`config.mk`:
```
export PLATFORM = sky130hd
export DESIGN_NAME = adc_result_window_detector
export DESIGN_NICKNAME = d
export VERILOG_FILES = /design/src/adc_window_pkg.sv /design/src/window_compare.sv /design/src/adc_result_window_detector.sv
export VERILOG_INCLUDE_DIRS = /design/src
export SDC_FILE = /design/constraint.sdc
export NUM_CORES = 1
export LEC_CHECK = 0
export BUFFER_PORTS_ARGS = -buffer_cell sky130_fd_sc_hd__clkbuf_2
export CORE_UTILIZATION = 40
export DETAILED_ROUTE_END_ITERATION = 8
export PLACE_DENSITY_LB_ADDON = 0.15
export SETUP_SLACK_MARGIN = 0.1
export SLEW_MARGIN = 0
export SYNTH_ARGS = -nofsm -noshare
export SYNTH_HDL_FRONTEND = slang
export SYNTH_SLANG_ARGS = --single-unit
```
`constraint.sdc`:
```
create_clock -name core_clk_in -period 2.6 [get_ports core_clk_in]
set_input_delay 0.52 -clock core_clk_in [delete_from_list [all_inputs] [get_ports core_clk_in]]
set_output_delay 0.52 -clock core_clk_in [all_outputs]
set_load 0.03 [all_outputs]
```
`src/adc_window_cfg.svh`:
```
// constants for the converter result window detector
`ifndef ADC_WINDOW_CFG_SVH
`define ADC_WINDOW_CFG_SVH
`define RESULT_WIDTH       8
`define CONV_SAR_CLOCKS    8
`define TRACK_TIME_NS      300
`define CORE_CLK_PERIOD_NS 10
`define SAR_DIV_RESET      5'h03
`define SAR_DIV_WIDTH      5
`define LIMIT_RESET        8'h00
`define SIGN_BIT           7
`define CODE_MIN           8'h00
`endif

```
`src/adc_window_pkg.sv`:
```
// types shared by the window detector files
package adc_window_pkg;
  typedef enum logic [1:0] {
    ST_IDLE  = 2'b00,
    ST_TRACK = 2'b01,
    ST_CONV  = 2'b10
  } conv_state_type;
endpackage

```
`src/window_compare.sv`:
```
// window comparison of one result against two limits
`timescale 1ns/10ps
module window_compare #(
  parameter int WIDTH = 8
) (
  input  wire logic [WIDTH-1:0] result_in,
  input  wire logic [WIDTH-1:0] upper_in,
  input  wire logic [WIDTH-1:0] lower_in,
  input  wire logic             signed_in,
  output logic                  match_out
);
  if (WIDTH < 2) begin : g_bad_width
    $error("width too small");
  end
  // flipping the sign bit turns signed order into unsigned order
  wire [WIDTH-1:0] flip = signed_in ? {1'b1, {(WIDTH-1){1'b0}}} : '0;
  wire [WIDTH-1:0] r_k  = result_in ^ flip;
  wire [WIDTH-1:0] u_k  = upper_in ^ flip;
  wire [WIDTH-1:0] l_k  = lower_in ^ flip;
  wire above_upper = r_k > u_k;
  wire below_lower = r_k < l_k;
  wire inside_mode = l_k > u_k;
  // inside: upper < result < lower; outside: result < lower or > upper
  assign match_out = inside_mode ? (above_upper && below_lower)
                                 : (above_upper || below_lower);
endmodule

```
`src/adc_result_window_detector.sv`:
```
// result formatting and window detection for the 8-bit converter
// Function
// - compare each new result, raise window flag
// - single-ended results are unsigned 0x00 to 0xff
// - differential results are two's complement, max 0x7f
// - inside window: flag strictly between limits
// - outside window: flag strictly beyond limits
// - differential limits compared as signed values
// - window flag readable for polling
// - conversion lasts at least eight sar clocks
// - track at least 300 ns before converting
`timescale 1ns/10ps
`include "adc_window_cfg.svh"
module adc_result_window_detector #(
  parameter int WIDTH     = `RESULT_WIDTH,
  parameter int SAR_BITS  = `CONV_SAR_CLOCKS
) (
  input  wire logic             core_clk_in,
  input  wire logic             reset_n_in,
  input  wire logic             clk_en_in,
  input  wire logic             enable_in,
  input  wire logic             start_in,
  input  wire logic             differential_in,
  input  wire logic [4:0]       sar_div_in,
  input  wire logic [WIDTH-1:0] window_upper_limit_in,
  input  wire logic [WIDTH-1:0] window_lower_threshold_in,
  input  wire logic             comparator_in,
  input  wire logic             flag_clear_in,
  output logic                  track_out,
  output logic [WIDTH-1:0]      sar_trial_out,
  output logic                  busy_out,
  output logic [WIDTH-1:0]      conversion_result_out,
  output logic                  result_valid_out,
  output logic                  window_match_flag_out
);
  localparam int TRACK_CYC =
    (`TRACK_TIME_NS + `CORE_CLK_PERIOD_NS - 1) / `CORE_CLK_PERIOD_NS;
  localparam int CW = $clog2(TRACK_CYC + 1);
  localparam int BW = (SAR_BITS > 1) ? $clog2(SAR_BITS) : 1;
  localparam logic [WIDTH-1:0] MSB_ONLY = {1'b1, {(WIDTH-1){1'b0}}};

  // sizes the sar sequencing cannot serve are refused at elaboration
  if (WIDTH < 2) begin : g_bad_width
    $error("result narrower than two bits");
  end
  if (WIDTH != SAR_BITS) begin : g_bad_bits
    $error("one sar clock per bit expected");
  end
  if (SAR_BITS < `CONV_SAR_CLOCKS) begin : g_bad_len
    $error("too few sar clocks");
  end
  if (TRACK_CYC < 1) begin : g_bad_track
    $error("tracking time below one core cycle");
  end

  adc_window_pkg::conv_state_type state_q, state_d;
  logic [1:0]       cmp_sync_q;
  logic [`SAR_DIV_WIDTH-1:0] div_q;
  logic [CW-1:0]    track_q;
  logic [BW-1:0]    bit_q;
  logic [WIDTH-1:0] trial_q, res_q;
  logic             valid_q, flag_q, diff_q;
  logic             match;
  wire  [WIDTH-1:0] onehot;
  wire  [WIDTH-1:0] kept;
  wire  [WIDTH-1:0] next_trial;

  // comparator comes from the analog side, so it is synchronised
  // only the second stage is read; the first may still settle
  wire cmp_bit   = cmp_sync_q[1];
  wire sar_tick  = (div_q == '0);
  wire track_done = (track_q == CW'(TRACK_CYC));
  wire last_bit  = (bit_q == BW'(SAR_BITS - 1));
  wire conv_done = (state_q == adc_window_pkg::ST_CONV) && sar_tick
                   && last_bit;
  // decodes shared by the sequencer and the result registers
  wire start_take = (state_q == adc_window_pkg::ST_IDLE) && enable_in
                    && start_in;
  wire flag_set  = conv_done && match;

  // one slice per result bit: the bit under test takes the comparator,
  // the next lower bit becomes the new trial
  for (genvar i = 0; i < WIDTH; i++) begin : g_sar_bit
    assign onehot[i] = (bit_q == BW'(WIDTH - 1 - i));
    assign kept[i]   = onehot[i] ? (cmp_bit & trial_q[i]) : trial_q[i];
    if (i == WIDTH - 1) begin : g_top
      assign next_trial[i] = kept[i];
    end else begin : g_low
      assign next_trial[i] = kept[i] | onehot[i+1];
    end
  end

  // differential code from the sar is offset binary; flip msb
  // mode comes from diff_q so a pin change mid-run cannot split it
  wire [WIDTH-1:0] fmt_code = diff_q ?
                              {~kept[WIDTH-1], kept[WIDTH-2:0]} : kept;

  // limits are read live; software changes them only while idle
  window_compare #(.WIDTH(WIDTH)) u_cmp (
    .result_in (fmt_code),
    .upper_in  (window_upper_limit_in),
    .lower_in  (window_lower_threshold_in),
    .signed_in (diff_q),
    .match_out (match)
  );

  always_comb begin
    state_d = state_q;
    case (state_q)
      adc_window_pkg::ST_IDLE:
        if (start_take) state_d = adc_window_pkg::ST_TRACK;
      adc_window_pkg::ST_TRACK:
        if (track_done && sar_tick) state_d = adc_window_pkg::ST_CONV;
      adc_window_pkg::ST_CONV:
        if (conv_done) state_d = adc_window_pkg::ST_IDLE;
      default: state_d = adc_window_pkg::ST_IDLE;
    endcase
  end

  always_ff @(posedge core_clk_in or negedge reset_n_in) begin
    if (!reset_n_in) begin
      cmp_sync_q <= 2'b00;
    end else if (clk_en_in) begin
      cmp_sync_q <= {cmp_sync_q[0], comparator_in};
    end
  end

  // divider from core clock; the ratio is software's to choose
  // tick spacing must exceed the two-stage synchroniser delay
  always_ff @(posedge core_clk_in or negedge reset_n_in) begin
    if (!reset_n_in) begin
      div_q <= '0;
    end else if (clk_en_in) begin
      div_q <= sar_tick ? sar_div_in : div_q - 1'b1;
    end
  end

  always_ff @(posedge core_clk_in or negedge reset_n_in) begin
    if (!reset_n_in) begin
      state_q <= adc_window_pkg::ST_IDLE;
    end else if (clk_en_in) begin
      // enable low aborts: no result unless on the last sar tick, old result and flag are kept
      state_q <= enable_in ? state_d : adc_window_pkg::ST_IDLE;
    end
  end

  // tracking time counted in core cycles, held once reached
  always_ff @(posedge core_clk_in or negedge reset_n_in) begin
    if (!reset_n_in) begin
      track_q <= '0;
    end else if (clk_en_in) begin
      if (state_q != adc_window_pkg::ST_TRACK) track_q <= '0;
      else if (!track_done) track_q <= track_q + 1'b1;
    end
  end

  // one result bit resolved per sar clock
  always_ff @(posedge core_clk_in or negedge reset_n_in) begin
    if (!reset_n_in) begin
      bit_q <= '0;
    end else if (clk_en_in) begin
      if (state_q != adc_window_pkg::ST_CONV) bit_q <= '0;
      else if (sar_tick) bit_q <= bit_q + 1'b1;
    end
  end

  // trial code starts at mid scale and halves its step each tick
  always_ff @(posedge core_clk_in or negedge reset_n_in) begin
    if (!reset_n_in) begin
      trial_q <= '0;
    end else if (clk_en_in) begin
      if (state_q != adc_window_pkg::ST_CONV) trial_q <= MSB_ONLY;
      else if (sar_tick) trial_q <= next_trial;
    end
  end

  // mode captured when a start is taken, held through the conversion
  always_ff @(posedge core_clk_in or negedge reset_n_in) begin
    if (!reset_n_in) begin
      diff_q <= 1'b0;
    end else if (clk_en_in) begin
      if (start_take) diff_q <= differential_in;
    end
  end

  // result and flag written in the same cycle
  always_ff @(posedge core_clk_in or negedge reset_n_in) begin
    if (!reset_n_in) begin
      valid_q <= 1'b0;
    end else if (clk_en_in) begin
      valid_q <= conv_done;
    end
  end

  always_ff @(posedge core_clk_in or negedge reset_n_in) begin
    if (!reset_n_in) begin
      res_q <= WIDTH'(`CODE_MIN);
    end else if (clk_en_in) begin
      if (conv_done) res_q <= fmt_code;
    end
  end

  // a new match beats a clear in the same cycle
  // clearing is the only way down, so a missed event stays visible
  always_ff @(posedge core_clk_in or negedge reset_n_in) begin
    if (!reset_n_in) begin
      flag_q <= 1'b0;
    end else if (clk_en_in) begin
      if (flag_set) flag_q <= 1'b1;
      else if (flag_clear_in) flag_q <= 1'b0;
    end
  end

  // track and busy outputs decode the state register directly; the others drive registers out
  assign track_out             = (state_q == adc_window_pkg::ST_TRACK);
  assign busy_out              = (state_q != adc_window_pkg::ST_IDLE);
  assign sar_trial_out         = trial_q;
  assign conversion_result_out = res_q;
  assign result_valid_out      = valid_q;
  assign window_match_flag_out = flag_q;
endmodule

```
# Word level (Yosys, flattened, before mapping)
# Index checks and enable logic that the tools add are counted.
[classes]
addsub = 3
order_cmp = 3
n_reduce_logical = 20
muxes = 25
n_bitwise = 19
n_eq_ne = 16
[op_table]
columns = ["cell", "count"]
rows = [
  ["$mux 8", 4],
  ["$xor 8x8->8", 3],
  ["$gt 8x8->1", 2],
  ["$mux 5", 3],
  ["$eq 3x3->1 const B", 4],
  ["$mux 1", 11],
  ["$reduce_and 2->1", 5],
  ["$and 1x1->1", 8],
  ["$lt 8x8->1", 1],
  ["$mux 2", 4],
  ["$logic_and 1x1->1", 7],
  ["$or 1x1->1", 7],
  ["$eq 3x2->1 const B", 2],
  ["$mux 3", 2],
  ["$ne 3x3->1 const B", 2],
  ["$pmux 2 s3", 1],
  ["$reduce_bool 2->1", 3],
  ["$add 5x1->5 const B", 1],
  ["$eq 5x5->1 const B", 1],
  ["$logic_not 5->1", 1],
  ["$sub 5x1->5 const B", 1],
  ["$ne 2x1->1 const B", 2],
  ["$reduce_and 4->1", 1],
  ["$add 3x1->3 const B", 1],
  ["9 further kinds", 9],
]
[totals]
reg_bits = 36
input_bits = 29
out_inout_bits = 20
wordCells = 96

# Depth between registers and ports, before layout
[depth]
depth_word = 11
depth_mapped = 11
depth_no_buf = 11

# Cells and area by module
# Synthesis repeated with hierarchy kept, for this count alone.
[unflattened]
hier_cells = 247
area_unflattened_um2 = 2476.1
[modules_own_cells]
columns = ["mod", "area_each_um2", "seq_area_each_um2", "cells_per_inst", "n_inst"]
rows = [
  ["adc_result_window_detector", 1899.3, 900.9, 176, 1],
  ["window_compare", 576.8, 0.0, 71, 1],
]

# Least setup slack after synthesis
# OpenSTA, ideal clock, no wires.
[synth_timing]
kind = "register -> register"
from = "reg bit_q[0]"
to = "reg flag_q (netlist: window_match_flag_out)"
slack_ns = 0.327
synth_period_minus_slack_ns = 2.273
arrival_time_ns = 2.153
path_stages_with_launch = 11
setup_ns = 0.120
n_path_buf = 0
t_required_ns = 2.480
cell_sequence = "dfrtp_1 -> inv_1 -> ha_1 -> a21boi_0 -> ha_1 -> nor2b_1 -> o211ai_1 -> a21oi_1 -> o31ai_1 -> o31ai_1 -> a31o_2"
[synth_via]
word_cells_on_any_way = 29
classes_between = "order compare (2); eq/ne (7); mux (11); bitwise (2); reduce/logical (7)"
[synth_lines]
columns = ["element", "line", "rtl"]
rows = [
  ["from (decl)", "adc_result_window_detector.sv:60", "logic [BW-1:0] bit_q;"],
  ["from (signal assigned)", "adc_result_window_detector.sv:163", "else if (sar_tick) bit_q <= bit_q + 1'b1;"],
  ["$eq 3x3->1 *", "adc_result_window_detector.sv:84", "assign onehot[i] = (bit_q == BW'(WIDTH - 1 - i));"],
  ["$mux 1 *", "adc_result_window_detector.sv:85", "assign kept[i] = onehot[i] ? (cmp_bit & trial_q[i]) : trial_q[i];"],
  ["$mux 8 *", "adc_result_window_detector.sv:95", "wire [WIDTH-1:0] fmt_code = diff_q ?"],
  ["net fmt_code[1]", "adc_result_window_detector.sv:95", ""],
  ["$xor 8x8->8 *", "window_compare.sv:17", "wire [WIDTH-1:0] r_k = result_in ^ flip;"],
  ["$gt 8x8->1 or $lt 8x8->1 (tied branches)", "window_compare.sv:20, window_compare.sv:21", ""],
  ["$logic_or 1x1->1 or $logic_and 1x1->1 (tied branches)", "window_compare.sv:25, window_compare.sv:24", ""],
  ["$mux 1 *", "window_compare.sv:24", "assign match_out = inside_mode ? (above_upper && below_lower)"],
  ["$logic_and 1x1->1 *", "adc_result_window_detector.sv:79", "wire flag_set = conv_done && match;"],
  ["$reduce_bool 2->1 (no source line)", "n/a", ""],
  ["$reduce_and 2->1 (no source line)", "n/a", ""],
  ["to (signal assigned)", "adc_result_window_detector.sv:207", "flag_q <= 1'b0;"],
  ["to (signal assigned)", "adc_result_window_detector.sv:209", "if (flag_set) flag_q <= 1'b1;"],
  ["to (signal assigned)", "adc_result_window_detector.sv:210", "else if (flag_clear_in) flag_q <= 1'b0;"],
  ["to (decl)", "adc_result_window_detector.sv:62", "logic valid_q, flag_q, diff_q;"],
]
# The timed path passes the listed nets; every way through them passes the cells marked *.
# A chain may end at the register's enable or synchronous reset.

# Worst setup path after layout
# Ends and elaborated chain as after synthesis.

==> summary.md <==
| Metric | Value |
|---|---|
| Fin area | 2820 µm² |
| Pre-CTS WS | 0.232 ns |
| Top-count cell post-synth | dfrtp_1 |
| Antenna cell count | 0 |
| Pre-antenna DRT Iters | 4 |
| Cell Area, Placed | 2730 µm² |
| Distinct cells, synth | 33 |
| Clock sinks | 36 |
| Post-synth EDFFs | 0 |
| Residual DRC | 0 |
| Placed insts | 382 |
| Final hold vios | 0 |
| Overall Global Routing Usage | 19.5% |
| Worst reg2reg path depth | 10 |
| Fin Setup TNS | 0 ns |
| Met3 track demand over resource | 4.53% |
| Top cells by count, synth | dfrtp_1 (36), ha_1 (32), inv_1 (27), nand2_1 (26), o21ai_0 (25) |
| Max Cap Violations | 0 |
| Skew final | 0.00911 ns |
| Switching portion of total power | 31.8% |
| Ys Warns | 0 |
| Area delta synth->final | 20.5% |
| PortBufs | 48 |
| Lkg Pwr | 1.45 nW |
| Fin cells | 390 |
| WS Path Type | reg2reg |
| Grt met2 use | 29.8% |
| Max VDD drop | 0.000230 V |
| Vias in the first global route | 1980 |
| Critical path data required time | 2.77 ns |
| Initial core utilization | 42.0% |
| Type of origin of the critical path | register |
| Synth top area share | 38.5% |
| Die area | 6160 µm² |
| Net switching power | 0.438 mW |
| Clock Power Share | 27.8% |
| Total congestion overflow | 0 |
| Die width | 78.5 µm |
| First DRT Iteration DRCs | 85 |
| Comb pwr share | 22.7% |
| Fraction of registers with async set/reset | 100% |
| Mean Syn Cell Area | 9.13 µm² |
| CTS tree | built |
| DR vias | 2022 |
| Share of post-route cells with drive strength above 1 | 24.8% |
| Largest net degree at the start of global routing | 37 |
| Clk_lat worst skew | 0.28 ns |
| Top cell type by total area after synthesis | dfrtp_1 |
| Sequential Power Share | 49.5% |
| Status | completed |
| Top post-synthesis cells by area | dfrtp_1 (39%), ha_1 (17%), o21ai_0 (5.4%) |
| Post-Syn Instances | 256 |
| Num ports | 49 |
| Final period util | 86.2% |
| Core area | 5570 µm² |
| Post-Synthesis Net Count | 317 |
| Initial antenna violation count | 0 |
| CTS clk-pin slew, worst paths | 0.07 ns |
| Power Density | 489 nW/µm² |
| Max FO, Critical Path | 5 |
| First-pass GRT wire length | 9.36 mm |
| Root buf cell | clkbuf_8 |
| Gr busiest metal | met2 |
| WL/cell | 13.7 µm |
| Final slew viol count | 0 |
| Syn Std Cell Area | 2340 µm² |
| Height of the die | 78.5 µm |
| Routability cong. | 0.841 |
| Nets | 378 |
| ANT nets after route | 0 |
| Internal Power | 0.940 mW |
| Relative slew slack | 39.6% |
| Fmax | 0.446 GHz |
| Vias/cell | 5.18 |
| # rows | 27 |
| Setup Viol. Count Final | 0 |
| Post-DP HPWL | 4.25 mm |
| GRT met1 Usage | 27.1% |
| H-tree depth | 2 |
| Worst setup EP type | register |
| Final Critical Period | 2.24 ns |
| HP Class | in2async |
| Max Buffers Root-to-Sink | 2 |
| Worst slew pin tran | 0.906 ns |
| Synth Flop Type | dfrtp_1 |
| DRT Wirelength | 5.34 mm |
| Final WS setup | 0.359 ns |
| Register bit total from synthesis | 36 |
| Setup repair bufs after CTS | 0 |
| Crit path DAT | 2.41 ns |
| RSZ-0062 raised after global routing | false |
| Cts bufs inserted | 5 |
| Post-synthesis sequential area ratio | 38.5% |
==> cells in the final DEF, fill, tap and decap left out <==
cell type / instances
a31oi_2: 1
mux2_2: 8
a21oi_1: 22
nand3_1: 7
a211oi_1: 3
nor3b_1: 1
nand4b_1: 1
o2111ai_1: 1
a21o_1: 5
o211ai_1: 3
a41oi_1: 1
clkbuf_1: 2
clkbuf_2: 48
or4b_4: 1
clkinv_4: 1
nor3_1: 4
nand4_1: 7
or2_2: 2
dfrtp_1: 36
nand2b_1: 1
a21boi_1: 2
clkbuf_8: 5
o31ai_1: 3
nand2_1: 26
nor2b_1: 3
xor2_1: 1
a31o_2: 1
inv_1: 27
nor4b_4: 1
o31ai_2: 1
nor2_1: 16
buf_4: 10
ha_1: 32
o21ai_1: 2
xnor2_1: 2
o21ai_0: 25
a21boi_0: 5
and3_1: 1
==> final timing paths <==
check | startpoint | slack (ns) | to
setup / recovery | bit_q[0] | 0.36 | window_match_flag_out
hold / removal | reset_n_in | 0.35 | sar_trial_out[3]
setup reg to reg | bit_q[0] | 0.36 | window_match_flag_out
hold reg to reg | cmp_sync_q[0] | 0.49 | cmp_sync_q[1]
max in group asynchronous | reset_n_in | 1.67 | conversion_result_out[5]
min in group core_clk_in | sar_div_in[4] | 0.47 | div_q[4]
==> worst max-delay path, cell delays in order, from the launching register on <==
cell      delay, ns
dfrtp_1        0.40
inv_1          0.09
ha_1           0.24
a21boi_1       0.21
ha_1           0.28
nor2b_1        0.13
o211ai_1       0.15
a21oi_1        0.10
o31ai_2        0.23
o31ai_1        0.09
a31o_2         0.21
==> power groups by stage <==
stage,sequential (mW),combinational (mW),clock [mW]
after floorplan,0.677,0.221,0
after global placement,0.690,0.308,0
after detailed placement,0.691,0.315,0
after CTS,0.681,0.315,0.401
after global routing,0.693,0.362,0.430
final,0.682,0.313,0.383
==> flip-flops by register name, summed over array words and instances (netlist names) <==
name                   cells
conversion_result_out      8
sar_trial_out              8
div_q                      5
track_q                    5
bit_q                      3
cmp_sync_q                 2
state_q                    2
diff_q                     1
result_valid_out           1
window_match_flag_out      1
==> repair_timing <==
action	CTS	global route
setup endpoints to repair	0	1
hold buffers	0	0
endpoints found under the hold margin	0	0
gates resized for setup	0	3
==> area by class of cell <==
| type | instances | area, µm² |
|---|---|---|
| fillers | 539 | 2760 |
| multi-input cells | 189 | 1330 |
| flip-flops and latches | 36 | 901 |
| repair buffers | 58 | 315 |
| inverters | 27 | 101 |
| well taps | 72 | 90.1 |
| clock buffers | 7 | 76.3 |
| clock inverters | 1 | 8.76 |
==> metrics by stage <==
stage                     utilization (%)  hold slack, ns  power (mW)
after floorplan                         -           0.224       0.898
after global placement               48.9           0.469       0.999
after detailed placement             48.9           0.469        1.01
after CTS                            50.5           0.380        1.40
after global routing                 50.5           0.427        1.48
final                                50.5           0.352        1.38
==> layer usage <==
| layer | wire (µm) | vias to the layer above |
|---|---|---|
| li1 | - | 1027 |
| met1 | 2690 | 945 |
| met2 | 2360 | 44 |
| met3 | 228 | 6 |
| met4 | 59 | 0 |
| met5 | 0 | - |
==> cell families (layout without fill, tap and decap cells) <==
| logic type | Yosys count | count (layout) | share of synthesized area [%] |
|---|---|---|---|
| compound gates | 75 | 75 | 19.2 |
| xor+xnor | 3 | 3 | 1.12 |
| fa+ha+maj | 32 | 32 | 17.1 |
| buf+inv | 31 | 93 | 5.03 |
| flops | 36 | 36 | 38.5 |
| mux | 8 | 8 | 3.85 |
| simple gates | 71 | 71 | 15.1 |
Note: power is estimated with default switching activity, not from simulation.
